## src/logic/split_tt_pkg.sv

```systemverilog
// What this block does
// - accept new bulk start-split only with free buffer, ack retries of held ones
// - refused start-splits answered NAK, host retries
// - issue from buffer, store outcome there
// - free buffer only on matching complete-split
// - periodic work first after each transaction
// - bulk only when periodic queue empty
// - bulk starts only if frame time suffices
// - pending bulk buffers served round robin
// - periodic pipeline advanced by microframe timer
// - frame start derived from eight microframes
// - no timing fields, frame aligns microframe zero
// - ready status qualified by downstream result
// - all listed faults map to trans_err
// - buffers start old, return old keeping result
// - unfinished downstream work holds pending
// - complete-split reply from buffer status
// - back-to-back bulk scheduling for full throughput
// - several endpoints tracked by buffer state
// - low speed differs by preamble and a longer time estimate
// - at least two bulk/control buffers
// - match address, endpoint, direction unless control
package split_tt_pkg;
   localparam int NUM_BUFS = 2;
   localparam int UFRAMES_PER_FRAME = 8;
   localparam int UFRAME_NS = 125000;
   localparam int CLK_NS = 20;
   localparam int UFRAME_CYCLES = UFRAME_NS / CLK_NS;
   localparam int FRAME_CYCLES = UFRAME_CYCLES * UFRAMES_PER_FRAME;
   // worst case bit times scaled to clock cycles: fs bit ~83ns, ls bit ~667ns
   localparam int FS_CYC_PER_BYTE = 34;
   localparam int LS_CYC_PER_BYTE = 267;
   localparam int OVERHEAD_BYTES = 16;

   typedef enum logic [1:0]
   {
      ST_OLD     = 2'b00,
      ST_PENDING = 2'b01,
      ST_READY   = 2'b10
   } buf_state_t;

   typedef enum logic [2:0]
   {
      RES_NAK      = 3'b000,
      RES_TRANSERR = 3'b001,
      RES_ACK      = 3'b010,
      RES_STALL    = 3'b011,
      RES_DATA     = 3'b100,
      RES_LASTDATA = 3'b101,
      RES_MOREDATA = 3'b110
   } result_t;

   typedef enum logic [1:0]
   {
      REP_NAK    = 2'b00,
      REP_ACK    = 2'b01,
      REP_NYET   = 2'b10,
      REP_RESULT = 2'b11
   } reply_t;

   // error causes, one bit each
   localparam int ERR_W = 8;
endpackage

```

## src/logic/frame_timer.sv

```systemverilog
`timescale 1ns/1ps
module frame_timer
#(
   parameter int UFRAME_CYCLES = split_tt_pkg::UFRAME_CYCLES
)
(
   input  wire logic        clk,
   input  wire logic        rst_n,
   input  wire logic        uframe_tick,
   output logic             uframe_start,
   output logic [2:0]       uframe_num,
   output logic             frame_start,
   output logic [15:0]      cycles_left
);
   logic [2:0]  next_uframe_num;
   logic [15:0] next_cycles_left;
   logic        next_uframe_start;
   logic        next_frame_start;

   always_comb
   begin
      next_uframe_num   = uframe_num;
      next_uframe_start = 1'b0;
      next_frame_start  = 1'b0;
      next_cycles_left  = (cycles_left != 16'h0000) ? cycles_left - 16'h0001 : 16'h0000;
      if (uframe_tick)
      begin
         next_uframe_start = 1'b1;
         next_uframe_num   = uframe_num + 3'h1;
         // frame boundary aligned to microframe zero, nothing else carried
         if (uframe_num == 3'(split_tt_pkg::UFRAMES_PER_FRAME - 1))
         begin
            next_frame_start = 1'b1;
            next_cycles_left = 16'(split_tt_pkg::FRAME_CYCLES);
         end
      end
   end

   always_ff @(posedge clk)
   begin
      if (!rst_n)
      begin
         uframe_num   <= 3'h7;
         uframe_start <= 1'b0;
         frame_start  <= 1'b0;
         cycles_left  <= 16'h0000;
      end
      else
      begin
         uframe_num   <= next_uframe_num;
         uframe_start <= next_uframe_start;
         frame_start  <= next_frame_start;
         cycles_left  <= next_cycles_left;
      end
   end
endmodule // frame_timer

```

## src/logic/split_translator_nonperiodic_sched.sv

```systemverilog
`timescale 1ns/1ps
module split_translator_nonperiodic_sched
#(
   parameter int NUM_BUFS = split_tt_pkg::NUM_BUFS,
   parameter int MAXLEN_W = 11
)
(
   input  wire logic                clk,
   input  wire logic                rst_n,
   // high-speed microframe timer
   input  wire logic                uframe_tick,
   // start-split from host
   input  wire logic                ss_valid,
   input  wire logic [6:0]          ss_addr,
   input  wire logic [3:0]          ss_endp,
   input  wire logic                ss_dir_in,
   input  wire logic                ss_control,
   input  wire logic                ss_low_speed,
   input  wire logic [MAXLEN_W-1:0] ss_len,
   output logic                     ss_reply_valid,
   output split_tt_pkg::reply_t     ss_reply,
   // complete-split from host
   input  wire logic                cs_valid,
   input  wire logic [6:0]          cs_addr,
   input  wire logic [3:0]          cs_endp,
   input  wire logic                cs_dir_in,
   input  wire logic                cs_control,
   output logic                     cs_reply_valid,
   output split_tt_pkg::reply_t     cs_reply,
   output split_tt_pkg::result_t    cs_result,
   // periodic queue status
   input  wire logic                per_waiting,
   output logic                     per_take,
   output logic                     per_advance,
   // downstream handler
   output logic                     ds_start,
   output logic [$clog2(NUM_BUFS)-1:0] ds_buf,
   output logic [6:0]               ds_addr,
   output logic [3:0]               ds_endp,
   output logic                     ds_dir_in,
   output logic                     ds_preamble,
   input  wire logic                ds_done,
   input  wire logic                ds_got_nak,
   input  wire logic                ds_got_ack,
   input  wire logic                ds_got_stall,
   input  wire logic                ds_got_data,
   input  wire logic [split_tt_pkg::ERR_W-1:0] ds_err,
   output logic [NUM_BUFS-1:0]      buf_pending,
   output logic                     frame_start
);
   localparam int IW = $clog2(NUM_BUFS);

   ////////////////////////////////////////////////////////////////////
   logic        uframe_start;
   logic [2:0]  uframe_num;
   logic [15:0] cycles_left;

   frame_timer u_timer
   (
      .clk          (clk),
      .rst_n        (rst_n),
      .uframe_tick  (uframe_tick),
      .uframe_start (uframe_start),
      .uframe_num   (uframe_num),
      .frame_start  (frame_start),
      .cycles_left  (cycles_left)
   );

   assign per_advance = uframe_start;

   ////////////////////////////////////////////////////////////////////
   // buffer table
   split_tt_pkg::buf_state_t st      [NUM_BUFS];
   split_tt_pkg::result_t    res     [NUM_BUFS];
   logic [6:0]               b_addr  [NUM_BUFS];
   logic [3:0]               b_endp  [NUM_BUFS];
   logic                     b_dir   [NUM_BUFS];
   logic                     b_ctl   [NUM_BUFS];
   logic                     b_ls    [NUM_BUFS];
   logic [MAXLEN_W-1:0]      b_len   [NUM_BUFS];
   split_tt_pkg::buf_state_t next_st [NUM_BUFS];
   split_tt_pkg::result_t    next_res[NUM_BUFS];
   logic                     busy;
   logic                     next_busy;
   logic [IW-1:0]            rr_last;
   logic [IW-1:0]            next_rr_last;
   logic [IW-1:0]            next_ds_buf;

   function automatic logic hit(input logic [6:0] ba, input logic [3:0] be, input logic bd,
                                input logic [6:0] a, input logic [3:0] e, input logic d,
                                input logic ctl);
      hit = (ba == a) && (be == e) && ((bd == d) || ctl);
   endfunction

   // worst-case duration, longer for low speed
   function automatic logic [31:0] est(input logic [MAXLEN_W-1:0] len, input logic ls);
      logic [31:0] bytes;
      bytes = 32'(len) + 32'(split_tt_pkg::OVERHEAD_BYTES);
      est = bytes * (ls ? 32'(split_tt_pkg::LS_CYC_PER_BYTE)
                        : 32'(split_tt_pkg::FS_CYC_PER_BYTE));
   endfunction

   ////////////////////////////////////////////////////////////////////
   // start-split lookup: first match wins, else first old buffer
   logic          ss_match;
   logic          ss_old_hit;
   logic          ss_free;
   logic [IW-1:0] ss_idx;
   logic [IW-1:0] free_idx;

   always_comb
   begin
      ss_match = 1'b0;
      ss_old_hit = 1'b0;
      ss_free = 1'b0;
      ss_idx = '0;
      free_idx = '0;
      for (int i = 0; i < NUM_BUFS; i++)
      begin
         if (!ss_match && hit(b_addr[i], b_endp[i], b_dir[i], ss_addr, ss_endp, ss_dir_in,
                              ss_control) && st[i] != split_tt_pkg::ST_OLD)
         begin
            ss_match = 1'b1;
            ss_idx = IW'(i);
         end
         if (!ss_free && st[i] == split_tt_pkg::ST_OLD)
         begin
            ss_free = 1'b1;
            free_idx = IW'(i);
         end
      end
      ss_old_hit = ss_match;
   end

   // complete-split lookup
   logic          cs_hit;
   logic [IW-1:0] cs_idx;

   always_comb
   begin
      cs_hit = 1'b0;
      cs_idx = '0;
      for (int i = 0; i < NUM_BUFS; i++)
      begin
         if (!cs_hit && st[i] != split_tt_pkg::ST_OLD &&
             hit(b_addr[i], b_endp[i], b_dir[i], cs_addr, cs_endp, cs_dir_in, cs_control))
         begin
            cs_hit = 1'b1;
            cs_idx = IW'(i);
         end
      end
   end

   ////////////////////////////////////////////////////////////////////
   // downstream pick: periodic first, then round robin over pending buffers
   logic          pick_ok;
   logic [IW-1:0] pick_idx;
   logic          idle_now;

   always_comb
   begin
      logic [IW-1:0] k;
      k = '0;
      pick_ok = 1'b0;
      pick_idx = '0;
      for (int j = 1; j <= NUM_BUFS; j++)
      begin
         k = IW'((32'(rr_last) + 32'(j)) % NUM_BUFS);
         // the buffer finishing this cycle still reads pending, never restart it
         if (!pick_ok && st[k] == split_tt_pkg::ST_PENDING &&
             !(busy && ds_done && k == ds_buf) &&
             est(b_len[k], b_ls[k]) <= 32'(cycles_left))
         begin
            pick_ok = 1'b1;
            pick_idx = k;
         end
      end
   end

   // done frees the handler the same cycle so bulk can run back to back
   assign idle_now = !busy || ds_done;
   assign per_take = idle_now && per_waiting;
   assign ds_start = idle_now && !per_waiting && pick_ok;

   always_comb
   begin
      split_tt_pkg::result_t r;
      r = split_tt_pkg::RES_NAK;
      next_busy = busy;
      next_rr_last = rr_last;
      next_ds_buf = ds_buf;
      for (int i = 0; i < NUM_BUFS; i++)
      begin
         next_st[i] = st[i];
         next_res[i] = res[i];
      end
      // downstream outcome stored in its own buffer
      if (ds_err != '0)
         r = split_tt_pkg::RES_TRANSERR;
      else if (ds_got_stall)
         r = split_tt_pkg::RES_STALL;
      else if (ds_got_ack)
         r = split_tt_pkg::RES_ACK;
      else if (ds_got_data)
         r = split_tt_pkg::RES_DATA;
      else if (ds_got_nak)
         r = split_tt_pkg::RES_NAK;
      else
         r = split_tt_pkg::RES_TRANSERR; // timeout
      if (busy && ds_done)
      begin
         next_busy = 1'b0;
         next_st[ds_buf] = split_tt_pkg::ST_READY;
         next_res[ds_buf] = r;
      end
      if (per_take)
         next_busy = 1'b0; // periodic handled by its own pipeline
      if (ds_start)
      begin
         next_busy = 1'b1;
         next_ds_buf = pick_idx;
         next_rr_last = pick_idx;
      end
      // complete-split on ready result returns buffer to old, result kept
      if (cs_valid && cs_hit && st[cs_idx] == split_tt_pkg::ST_READY &&
          !(busy && ds_done && ds_buf == cs_idx))
         next_st[cs_idx] = split_tt_pkg::ST_OLD;
      // new start-split claims a free buffer; retries and refusals touch nothing
      if (ss_valid && !ss_old_hit && ss_free)
         next_st[free_idx] = split_tt_pkg::ST_PENDING;
   end

   ////////////////////////////////////////////////////////////////////
   always_ff @(posedge clk)
   begin
      if (!rst_n)
      begin
         busy <= 1'b0;
         rr_last <= IW'(NUM_BUFS - 1);
         ds_buf <= '0;
         ss_reply_valid <= 1'b0;
         ss_reply <= split_tt_pkg::REP_NAK;
         cs_reply_valid <= 1'b0;
         cs_reply <= split_tt_pkg::REP_NAK;
         cs_result <= split_tt_pkg::RES_NAK;
         for (int i = 0; i < NUM_BUFS; i++)
         begin
            st[i] <= split_tt_pkg::ST_OLD;
            res[i] <= split_tt_pkg::RES_NAK;
            b_addr[i] <= 7'h00;
            b_endp[i] <= 4'h0;
            b_dir[i] <= 1'b0;
            b_ctl[i] <= 1'b0;
            b_ls[i] <= 1'b0;
            b_len[i] <= '0;
         end
      end
      else
      begin
         busy <= next_busy;
         rr_last <= next_rr_last;
         ds_buf <= next_ds_buf;
         for (int i = 0; i < NUM_BUFS; i++)
         begin
            st[i] <= next_st[i];
            res[i] <= next_res[i];
         end
         if (ss_valid && !ss_old_hit && ss_free)
         begin
            b_addr[free_idx] <= ss_addr;
            b_endp[free_idx] <= ss_endp;
            b_dir[free_idx] <= ss_dir_in;
            b_ctl[free_idx] <= ss_control;
            b_ls[free_idx] <= ss_low_speed;
            b_len[free_idx] <= ss_len;
         end
         ss_reply_valid <= ss_valid;
         // retry of held transaction is acked, no buffer means NAK
         ss_reply <= (ss_old_hit || ss_free) ? split_tt_pkg::REP_ACK
                                             : split_tt_pkg::REP_NAK;
         cs_reply_valid <= cs_valid;
         cs_result <= res[cs_idx];
         if (!cs_hit)
            cs_reply <= split_tt_pkg::REP_NAK;
         else if (st[cs_idx] == split_tt_pkg::ST_READY)
            cs_reply <= split_tt_pkg::REP_RESULT;
         else
            cs_reply <= split_tt_pkg::REP_NYET;
      end
   end

   ////////////////////////////////////////////////////////////////////
   always_comb
   begin
      ds_addr = b_addr[ds_buf];
      ds_endp = b_endp[ds_buf];
      ds_dir_in = b_dir[ds_buf];
      ds_preamble = b_ls[ds_buf];
      for (int i = 0; i < NUM_BUFS; i++)
         buf_pending[i] = (st[i] == split_tt_pkg::ST_PENDING);
   end
endmodule // split_translator_nonperiodic_sched

```

## config.mk

```make
export PLATFORM = sky130hd
export DESIGN_NAME = split_translator_nonperiodic_sched
export DESIGN_NICKNAME = d
export VERILOG_FILES = /design/src/logic/split_tt_pkg.sv /design/src/logic/frame_timer.sv /design/src/logic/split_translator_nonperiodic_sched.sv
export SDC_FILE = /design/constraint.sdc
export NUM_CORES = 1
export LEC_CHECK = 0
export ABC_AREA = 1
export BUFFER_PORTS_ARGS = -buffer_cell sky130_fd_sc_hd__buf_4
export CAP_MARGIN = 10
export CORE_MARGIN = 1.5
export CORE_UTILIZATION = 35
export CTS_CLUSTER_SIZE = 40
export DETAILED_ROUTE_END_ITERATION = 12
export GPL_ROUTABILITY_DRIVEN = 0
export HOLD_SLACK_MARGIN = 0.12
export REMOVE_ABC_BUFFERS = 1
export SETUP_SLACK_MARGIN = 0.5
export SLEW_MARGIN = 0
export SYNTH_ARGS = -nofsm -noshare
export SYNTH_HDL_FRONTEND = slang
export SYNTH_SLANG_ARGS = --single-unit
```

## constraint.sdc

```tcl
create_clock -name clk -period 7.4 [get_ports clk]
set_input_delay 0 -clock clk [delete_from_list [all_inputs] [get_ports clk]]
set_output_delay 0 -clock clk [all_outputs]
set_load 0.02 [all_outputs]
```

==> reports/results.ini, run 1 <==
[yosys]
synth_edf_count = 44
syn_inst = 1435
synth.top_cell.area_share_pct = 17.27
synth_seq_area_share_pct = 22.19
synth_area_leaders = ha_1, edfxtp_1, inv_1, nand2_1, fa_1
synth-async-reset-ratio_pct = 0
yosysTopAreaCell = ha_1
ys_ff_latch = 92
yosysUniqueCellTypes = 47
yosysWarnings = 0
synth_ff_type = dfxtp_1
avgSynthCellArea_um2 = 7.168
netlist_area_um2 = 10290

[global_route]
track_usage_pct = 18.36
grt_max_degree = 27
grt_first_pass_wirelength_um = 45000
overflow = 0
grt_pass1_vias = 9113
grt_antenna_before_repair = 0

[timing]
final_max_slew_viol_count = 0
worst_hold_slack_ps = 206.0
slew_headroom_pct = 22.69
tightest_slew_ps = 1157
setup_viol = 0
max_freq_mhz = 149.6
fin_tns_setup_ps = 0
hold_viol = 0
fin_skew_ps = 9.095
period_minus_slack_ps = 6682
rsz0062_at_grt = yes
fin_crit_sh_pct = 90.30

[detailed_routing]
avgViaCountPerCell = 4.675
routedWlPerCell_um = 13.88
route.met3.wl_um = 1159
vias = 9251
top_layer = met4
wl_met2_um = 12920
drc = 0
drtAntennaViolNets = 0
firstDrtPassIters = 5
routed_wl_um = 27470
wl_met1_um = 12770
drt_iter0_drc = 567

[critical_path]
arrival_ps = 6680
crit_path_max_incr_delay_ps = 550
worstSetupPathType = flip-flop to output pin
cp.required_ps = 7400
worst_path_most_repeated_cell = nand2_1
crit_path_start_kind = flip-flop
critPathMaxFanout = 6
cp-end-kind = output pin
crit_path_top_delay_cell = fa_1

[clocking]
h-tree-depth = 3
clk_latency_ps = 360
clockRootBuffer = clkbuf_16
cts_buffer_depth = 2
clkTransAtPathRegs_ps = 70
cts_buffers = 9
cts_num_sinks = 92
cts_tree = built

[finish]
drive_gt1_share_pct = 12.16
syn2layout_area_growth_pct = 21.17
nNetsFinal = 1839
n_fill_cell = 2958
stdcell_area_um2 = 12460
diodes = 0

[floorplanning]
die_w_um = 174.4
core-area_um2 = 28780
start_util_pct = 35.74
io_pins = 86
dieHeight_um = 174.4
fp-row-count = 62
die-area_um2 = 30430

[placed_design]
dp_hpwl_um = 22580
placed_area_um2 = 11420
portBuffers = 84

[worst_hold_path]
min_from = cs_endp[3]
hp-class = primary input to flip-flop

[status]
status = finished, final reports clean

[run]
drv_cap = 0

-- per-layer routing --
metal	vias to the layer above	track usage (%)
met4	0	4.670
met5	-	0
met3	40	2.909
met2	215	31.61
met1	4225	23.87
li1	4771	-
-- what timing repair did --
action	CTS	global route
endpoints found under the hold margin	71	0
setup endpoints to repair	1	6
hold buffers	39	0
buffers inserted	0	14
pin swaps	1	30
gates resized for setup	6	62
-- final timing paths --
path,endpoint,slack (ps),cells past startpoint
min reg2reg,cs_result[0],470,2
min,cs_reply[0],210,6
max reg2reg,flip-flop,880,44
max,ds_start,720,36
-- through the flow --
step           util (%)  std cells  worst slack [ps]
2_1_floorplan         -       1439              1091
3_3_place_gp      39.67       1910             656.8
3_5_place_dp      39.67       1910             574.3
4_1_cts           42.13       1965             500.9
5_1_grt           43.30       1979             425.7
6_report          43.30       1979             717.7
-- cells in the mapped netlist, drive strengths merged (17+ instances only) --
cell / number
nor3: 17
nor2: 172
inv: 334
a21oi: 50
ha: 142
nand2: 275
or2: 25
nand3: 60
o21ai: 64
edfxtp: 44
xor2: 39
dfxtp: 48
fa: 50
-- sequential cells by signal, indices dropped and copies added (netlist names), 2 cells and up, named ones only --
signal	count
b_addr	14
b_dir	2
b_endp	8
b_len	22
b_ls	2
cs_reply	2
cs_result	3
res	6
st	4
u_timer.cycles_left	16
u_timer.uframe_num	3
-- critical path: cells and delay by family, from the launching register on --
kind	cells	cell delay, ps
and+or+nand+nor	16	2000
xor gates and xnor gates	1	210
AOI/OAI and AO/OA	4	510
adders and majority gates	7	2640
buffers and inverters	8	570
DFF	1	370
-- layout make-up --
type,count,area (um^2),area share [%]
sequential,92,2290,18.37
clock inverter,7,75.07,0.6023
multi-input combinational,1011,6968,55.91
tap,384,480.5,3.855
clock buffer,9,225.2,1.807
inverter,336,1269,10.18
timing repair buffer,140,1156,9.276
-- layout by cell type, fill, tap and decap left out, types with 16 or more instances in the layout --
cell type	instances
fa_1	50
buf_4	100
edfxtp_1	44
nand2_1	266
nand3_1	58
dfxtp_1	46
a21oi_1	44
xor2_1	36
dlygate4sd3_1	39
o21ai_0	58
nor3_1	16
ha_1	136
nor2_1	160
inv_1	321
conb_1	22
-- cell families (layout without fill, tap and decap cells) --
logic type	after synthesis	in the layout	synth area share [%]
fa+ha+maj	192	192	27.00
compound gates	156	156	8.551
flops	92	92	22.19
xor+xnor	54	54	4.671
buf+inv	352	492	13.02
simple gates	579	579	23.72
mux	8	8	0.7785
other cells	2	22	0.07301
Power of run 1 is left out: the tool's default activity adds up to more than one toggle a clock period on the data nets, which glitch-free logic cannot reach.
==> run 2: changes to the inputs <==
--- a/config.mk
+++ b/config.mk
@@ -8,15 +8,19 @@
 export ABC_AREA = 1
 export BUFFER_PORTS_ARGS = -buffer_cell sky130_fd_sc_hd__buf_4
 export CAP_MARGIN = 10
+export CELL_PAD_IN_SITES_DETAIL_PLACEMENT = 1
+export CELL_PAD_IN_SITES_GLOBAL_PLACEMENT = 1
 export CORE_MARGIN = 1.5
 export CORE_UTILIZATION = 35
 export CTS_CLUSTER_SIZE = 40
 export DETAILED_ROUTE_END_ITERATION = 12
 export GPL_ROUTABILITY_DRIVEN = 0
 export HOLD_SLACK_MARGIN = 0.12
+export PLACE_DENSITY_LB_ADDON = 0.1
 export REMOVE_ABC_BUFFERS = 1
 export SETUP_SLACK_MARGIN = 0.5
 export SLEW_MARGIN = 0
 export SYNTH_ARGS = -nofsm -noshare
 export SYNTH_HDL_FRONTEND = slang
+export SYNTH_HIERARCHICAL = 1
 export SYNTH_SLANG_ARGS = --single-unit
==> run 2 against run 1 <==
- flip-flop and latch count did not move
- design area is 2.8% higher
- register-to-register slack better by 80 ps
- die area increased by 2.2%
- setup slack improved by 88 ps
- highest routed layer is now met5
- global-route usage up 2.6 points
- critical endpoint unchanged
- via count is 5.3% higher
- critical path depth is 4 higher
- first-iteration DRC count shrank 43%
- sequential share of layout area down 0.51 points
- clock skew rose by 5.3 ps
- non-clock buffer count up 10
==> reports/results.ini, run 2 <==
[yosys]
synthTopCellsByCount = inv_1, nand2_1, nor2_1, ha_1, nand3_1  ; unchanged
netlist_area_um2 = 10510  ; was 10290 um^2
synth_area_leaders = ha_1, edfxtp_1, inv_1, nand2_1, fa_1  ; unchanged
synth_edf_count = 44  ; unchanged
yosysMostFrequentCell = inv_1  ; unchanged
synth_seq_area_share_pct = 21.71  ; was 22.19%
synth-async-reset-ratio_pct = 0  ; unchanged
yosysTopAreaCell = ha_1  ; unchanged
synth.top_cell.area_share_pct = 16.90  ; was 17.27%
syn_inst = 1484  ; was 1435
avgSynthCellArea_um2 = 7.083  ; was 7.168 um^2
ys_ff_latch = 92  ; unchanged
yosysUniqueCellTypes = 52  ; was 47
synth_ff_type = dfxtp_1  ; unchanged
yosysWarnings = 6  ; was 0

[global_route]
track_usage_pct = 20.94  ; was 18.36%
grt_antenna_before_repair = 1  ; was 0
met1_usage_pct = 28.76  ; was 23.87%
met2_usage_pct = 34.35  ; was 31.61%
grt_first_pass_wirelength_um = 50830  ; was 45000 um
grt_pass1_vias = 9912  ; was 9113
overflow = 0  ; unchanged
grt_max_degree = 32  ; was 27
grt_busiest_layer = met2  ; unchanged
grt_use_met3_pct = 3.058  ; was 2.909%

[clocking]
h-tree-depth = 3  ; unchanged
clockRootBuffer = clkbuf_16  ; unchanged
clk_latency_ps = 370  ; was 360 ps
cts_tree = built  ; unchanged
cts_buffer_depth = 2  ; unchanged
cts_num_sinks = 92  ; unchanged
cts_buffers = 9  ; unchanged
clkTransAtPathRegs_ps = 80  ; was 70 ps

[timing]
fin_tns_setup_ps = 0  ; unchanged
period_minus_slack_ps = 6595  ; was 6682 ps
hold_viol = 0  ; unchanged
fin_skew_ps = 14.39  ; was 9.095 ps
worst_hold_slack_ps = 127.8  ; was 206.0 ps
max_freq_mhz = 151.6  ; was 149.6 MHz
final_max_slew_viol_count = 0  ; unchanged
tightest_slew_ps = 1129  ; was 1157 ps
fin_crit_sh_pct = 89.12  ; was 90.30%
rsz0062_at_grt = yes  ; unchanged
slew_headroom_pct = 24.55  ; was 22.69%
setup_viol = 0  ; unchanged

[worst_hold_path]
hp-class = primary input to flip-flop  ; unchanged

[critical_path]
crit_path_start_kind = flip-flop  ; unchanged
worstSetupPathType = flip-flop to output pin  ; unchanged
cp.required_ps = 7400  ; about the same
reg2regPathDepth = 43  ; was 44
rr_startpoint = rr_last
critPathLaunch = rr_last
crit_path_top_delay_cell = fa_1  ; unchanged
r2r_slack_ps = 960  ; was 880 ps
worst_path_most_repeated_cell = inv_2  ; was nand2_1
critPathMaxFanout = 7  ; was 6
cp-end-kind = output pin  ; unchanged
crit_path_end = ds_start  ; unchanged
crit_path_max_incr_delay_ps = 550  ; about the same
arrival_ps = 6590  ; was 6680 ps

[finish]
largest_register_ffs = 22  ; unchanged
regMostFlops = b_len  ; unchanged
stdcell_area_um2 = 12820  ; was 12460 um^2
finalCoreUtilization_pct = 43.25  ; was 43.30%
syn2layout_area_growth_pct = 21.94  ; was 21.17%
drive_gt1_share_pct = 14.61  ; was 12.16%
nNetsFinal = 1900  ; was 1839
largestRegisters = b_len: 22 flops, u_timer/cycles_left: 16 flops, b_addr: 14 flops  ; was b_len: 22 flops, u_timer.cycles_left: 16 flops, b_addr: 14 flops
layout_commonest_cell = inv_1  ; unchanged
diodes = 0  ; unchanged
most-common-layout-cells = inv_1, nand2_1, nor2_1  ; unchanged

[floorplanning]
start_util_pct = 35.47  ; was 35.74%
die-area_um2 = 31080  ; was 30430 um^2
dieHeight_um = 176.3  ; was 174.4 um
core-area_um2 = 29640  ; was 28780 um^2
fp-row-count = 63  ; was 62
io_pins = 86  ; unchanged
die_w_um = 176.3  ; was 174.4 um

[detailed_routing]
routed_wl_um = 31920  ; was 27470 um
routedWlPerCell_um = 15.60  ; was 13.88 um
drtAntennaViolNets = 0  ; unchanged
avgViaCountPerCell = 4.760  ; was 4.675
firstDrtPassIters = 5  ; unchanged
drt_iter0_drc = 322  ; was 567
vias = 9739  ; was 9251
drc = 0  ; unchanged

[status]
status = finished, final reports clean  ; unchanged

[placed_design]
dp_hpwl_um = 26280  ; was 22580 um
portBuffers = 84  ; unchanged
placed_area_um2 = 11660  ; was 11420 um^2

[run]
drv_cap = 0  ; unchanged

run 2: changes by cell type in the layout (fill, tap and decap cells not counted), moves of 10 or more:
cell	before	now
nand2_1	266	291
nand2_2	6	20
nor2_1	160	173
xor2_1	36	24
buf_4	100	110
run 2: metal layers:
metal | wire length [um] | vias up
li1 | - | 4917
met1 | 15510 | 4648
met2 | 14850 | 148
met3 | 1184 | 24
met4 | 359 | 2
met5 | 12 | -
run 2: worst min path at each step:
stage                       endpoint  depth (start not counted)        from  slack, ps
6_report                   res[0][1]                          6   ds_err[6]        130
5_1_grt                    res[1][1]                          6   ds_err[5]        160
4_1_cts                     st[0][1]                          6  cs_control        140
3_5_place_dp          ss_reply_valid                          3    ss_valid        200
3_3_place_gp          ss_reply_valid                          3    ss_valid        190
2_1_floorplan  u_timer/uframe_num[0]                          1       rst_n         70
run 2: kinds of logic (layout without fill, tap and decap cells):
group / count (synthesis) / after routing / share of synthesized area (%)
flops: 92 / 92 / 21.71
fa+ha+maj: 192 / 192 / 26.43
buf+inv: 366 / 518 / 13.33
compound gates: 145 / 145 / 7.940
xor+xnor: 47 / 47 / 3.988
simple gates: 633 / 633 / 25.85
other cells: 2 / 22 / 0.07145
mux: 7 / 7 / 0.6785
run 2: layout make-up:
class / count / area [um^2]
well taps: 390 / 488.0
clock inverters: 7 / 56.30
inverters: 351 / 1328
repair buffers: 150 / 1230
fillers: 3808 / 16820
clock buffers: 9 / 225.2
multi-input cells: 1046 / 7196
repair inverters: 1 / 5.005
flip-flops and latches: 92 / 2290
run 2: through the flow:
step | setup slack (ps) | cells
6_report | 805.4 | 2046
4_1_cts | 507.1 | 2022
3_5_place_dp | 535.1 | 1967
3_3_place_gp | 708.8 | 1967
2_1_floorplan | 1001 | 1489
5_1_grt | 372.8 | 2046
run 2: what timing repair did:
action	4_1_cts	5_1_grt
pin swaps	2	41
hold buffers	38	0
endpoints found under the setup margin	3	5
resized for setup	17	72
buffers inserted	1	23
hold endpoints to repair	69	0
gates cloned	0	1
run 2: critical path, delay by kind of cell (launching register included):
family,cells,cell delay [ps]
buffers and inverters,11,720
AO/OA/AOI/OAI,4,500
AND/OR/NAND/NOR,16,1700
adder cells (fa/ha/maj),7,2510
XOR/XNOR,2,360
flip-flops,1,390
Power of run 2 is left out for the same reason.
==> run 3: changes to the inputs <==
--- a/config.mk
+++ b/config.mk
@@ -5,7 +5,7 @@
 export SDC_FILE = /design/constraint.sdc
 export NUM_CORES = 1
 export LEC_CHECK = 0
-export ABC_AREA = 1
+export ABC_AREA = 0
 export BUFFER_PORTS_ARGS = -buffer_cell sky130_fd_sc_hd__buf_4
 export CAP_MARGIN = 10
 export CELL_PAD_IN_SITES_DETAIL_PLACEMENT = 1
==> constraint.sdc (replaced) <==
create_clock -name clk -period 7.45 [get_ports clk]
set_input_delay 1.49 -clock clk [delete_from_list [all_inputs] [get_ports clk]]
set_output_delay 1.49 -clock clk [all_outputs]
set_load 0.02 [all_outputs]
==> run 3 against run 2 <==
- the flow now finishes with violations (setup timing)
- setup slack worse by 1500 ps
- clock skew is 6.8 ps lower
- flip-flop and latch count stayed put
- synthesized cell count is 28% lower
- sequential share of layout area is 0.43 points lower
- routed wire length is 10% lower
- non-clock buffer count is 115 higher
- core utilization is 4.3 points higher
- first-iteration DRC count is 48% lower
- synthesized area is 7.0% lower
- count of clock-buffer cells in the layout is 3 higher
- critical path type unchanged
- largest cell class unchanged
==> reports/results.ini, run 3 <==
[yosys]
synthAdderAreaFrac_pct = 28.41  ; was 26.43%
ys_ff_latch = 92  ; unchanged
synth_seq_area_share_pct = 23.34  ; was 21.71%
yosysWarnings = 6  ; unchanged
synth.top_cell.area_share_pct = 18.17  ; was 16.90%
synth_xor_area_share_pct = 8.330  ; was 3.988%
yosysTopAreaCell = ha_1  ; unchanged
synth_ff_type = dfxtp_1  ; unchanged
synth_edf_count = 44  ; unchanged
synth_area_leaders = ha_1, edfxtp_1, fa_1, dfxtp_1, inv_1  ; was ha_1, edfxtp_1, inv_1, nand2_1, fa_1
synth-simple-area-share_pct = 15.67  ; was 25.85%
synthMuxAreaShare_pct = 4.965  ; was 0.6785%
avgSynthCellArea_um2 = 9.121  ; was 7.083 um^2
synthTopCellsByCount = inv_1, ha_1, nor2_1, nand2_1, and2_1  ; was inv_1, nand2_1, nor2_1, ha_1, nand3_1
yosysMostFrequentCell = inv_1  ; unchanged
synth-compound-area-share_pct = 12.26  ; was 7.940%
syn_inst = 1072  ; was 1484
synth_top_family_by_area = adder cells  ; unchanged
yosysUniqueCellTypes = 72  ; was 52
synth-async-reset-ratio_pct = 0  ; unchanged
netlist_area_um2 = 9778  ; was 10510 um^2

[finish]
largest_register_ffs = 22  ; unchanged
largestRegisters = b_len: 22 flops, u_timer/cycles_left: 16 flops, b_addr: 14 flops  ; unchanged
stdcell_area_um2 = 13140  ; was 12820 um^2
drive_gt1_share_pct = 30.50  ; was 14.61%
regMostFlops = b_len  ; unchanged
syn2layout_area_growth_pct = 34.34  ; was 21.94%
most-common-layout-cells = buf_4, inv_1, ha_1  ; was inv_1, nand2_1, nor2_1
diodes = 0  ; unchanged
nNetsFinal = 1598  ; was 1900
layout_commonest_cell = buf_4  ; was inv_1

[placed_design]
placed_area_um2 = 12020  ; was 11660 um^2
portBuffers = 84  ; unchanged
dp_hpwl_um = 23450  ; was 26280 um
pre_cts_ws_ps = -910.7  ; was 535.1 ps

[critical_path]
r2r_slack_ps = 700  ; was 960 ps
cp-end-kind = output pin  ; unchanged
crit_path_start_kind = flip-flop  ; unchanged
worst_path_most_repeated_cell = buf_4  ; was inv_2
path_delay_family = adder cells  ; unchanged
arrival_ps = 6660  ; was 6590 ps
reg2regPathDepth = 39  ; was 43
critPathBufInv = 9  ; was 11
crit_path_max_incr_delay_ps = 510  ; was 550 ps
crit_path_top_delay_cell = fa_1  ; unchanged
cp_num_cells = 34  ; was 40
cp.required_ps = 5960  ; was 7400 ps
critPathMaxFanout = 3  ; was 7
worstSetupPathType = flip-flop to output pin  ; unchanged

[clocking]
cts_tree = built  ; unchanged
clk_latency_ps = 360  ; was 370 ps
cts_num_sinks = 92  ; unchanged
clkTransAtPathRegs_ps = 70  ; was 80 ps
cts_buffers = 9  ; unchanged
h-tree-depth = 3  ; unchanged
cts_buffer_depth = 2  ; unchanged
clockRootBuffer = clkbuf_16  ; unchanged

[detailed_routing]
drc = 0  ; unchanged
routedWlPerCell_um = 16.58  ; was 15.60 um
vias = 8312  ; was 9739
drt_iter0_drc = 168  ; was 322
firstDrtPassIters = 4  ; was 5
routed_wl_um = 28720  ; was 31920 um
drtAntennaViolNets = 0  ; unchanged
avgViaCountPerCell = 4.799  ; was 4.760

[timing]
fin_crit_sh_pct = 109.4
final_max_slew_viol_count = 0  ; unchanged
rsz0062_at_grt = yes  ; unchanged
period_minus_slack_ps = 8148
tightest_slew_ps = 1089  ; was 1129 ps
max_freq_mhz = 122.7
hold_viol = 0  ; unchanged
slew_headroom_pct = 27.29  ; was 24.55%
setup_viol = 1  ; was 0
worst_slack_ps = -697.6  ; was 805.4 ps
fin_skew_ps = 7.592  ; was 14.39 ps

[floorplanning]
die_w_um = 170.1  ; was 176.3 um
dieHeight_um = 170.1  ; was 176.3 um
io_pins = 86  ; unchanged
die-area_um2 = 28950  ; was 31080 um^2
core-area_um2 = 27630  ; was 29640 um^2
fp-row-count = 61  ; was 63
start_util_pct = 35.39  ; was 35.47%

[global_route]
overflow = 0  ; unchanged
track_usage_pct = 20.69  ; was 20.94%
grt_antenna_before_repair = 0  ; was 1
grt_pass1_vias = 8975  ; was 9912
grt_first_pass_wirelength_um = 46040  ; was 50830 um
grt_max_degree = 31  ; was 32

[status]
status = finished, violations left  ; was finished, final reports clean
violations = setup timing

[pwr]
ir_worst_vdd_mv = 0.1225
power_density_nw_per_um2 = 291.6
leakage_nw = 6.421
p_total_mw = 3.831

[worst_hold_path]
hp-class = flip-flop to flip-flop  ; was primary input to flip-flop
whs_path_depth = 2  ; was 6

[run]
drv_cap = 0  ; unchanged

==> run 3: path summary, 6_finish.rpt <==
check                            startpoint        end
worst max-delay path            b_len[0][4]   ds_start
worst min-delay path              res[0][2]  res[0][2]
worst max register to register  b_len[0][4]       busy
worst min register to register    res[0][2]  res[0][2]
==> run 3: cell families after synthesis <==
group / count (synthesis)
adder cells (fa/ha/maj): 192
multiplexers: 46
flip-flops: 92
XOR/XNOR: 93
AND/OR/NAND/NOR: 294
AO/OA/AOI/OAI: 173
other: 2
buffers and inverters: 180
==> run 3: metrics by stage <==
| stage | TNS, ps | hold slack (ps) | std cells | util, % |
|---|---|---|---|---|
| 4_1_cts | -805.8 | 472.9 | 1722 | 46.56 |
| 2_1_floorplan | -978.8 | 442.8 | 1073 | - |
| 3_5_place_dp | -910.7 | 460.2 | 1687 | 43.52 |
| 3_3_place_gp | -796.9 | 452.5 | 1687 | 43.52 |
| 5_1_grt | -1023 | 502.0 | 1732 | 47.55 |
| 6_report | -697.6 | 466.6 | 1732 | 47.55 |
==> run 3: where the power goes <==
part           switching [mW]  internal (mW)
clock                   0.214          0.250
sequential             0.0806          0.599
combinational            1.36           1.33
==> run 3: what timing repair did <==
| item | 4_1_cts | 5_1_grt |
|---|---|---|
| hold endpoints to repair | 0 | 0 |
| pin swaps | 51 | 56 |
| hold buffers | 0 | 0 |
| setup endpoints to repair | 5 | 6 |
| gates resized for setup | 89 | 44 |
| setup buffers | 19 | 10 |
==> run 3: metal layers <==
layer,wire length [um],up-vias,global-route usage [%],share of wire [%]
met4,508,0,6.964,1.8
met1,12690,4017,25.30,44
met2,14740,95,37.26,51
met3,779,28,2.721,2.7
li1,-,4172,-,-
met5,0,-,0,0
==> run 3: worst register-to-register path, delay by kind of cell, from the launching register on <==
kind            cells  cell delay (ps)
compound gates     10             1630
xor+xnor            2              290
fa+ha+maj           7             2380
buf+inv            13             1290
flops               1              400
mux                 1              280
simple gates        6              420
==> run 3: final cells by class <==
| class | instances | area (um^2) |
|---|---|---|
| fill | 3244 | 14490 |
| timing repair buffer | 265 | 2019 |
| tap | 378 | 473.0 |
| sequential | 92 | 2290 |
| clock buffer | 12 | 259.0 |
| inverter | 161 | 604.3 |
| clock inverter | 4 | 33.78 |
| multi-input combinational | 820 | 7457 |
(Power assumes the default switching activity.)
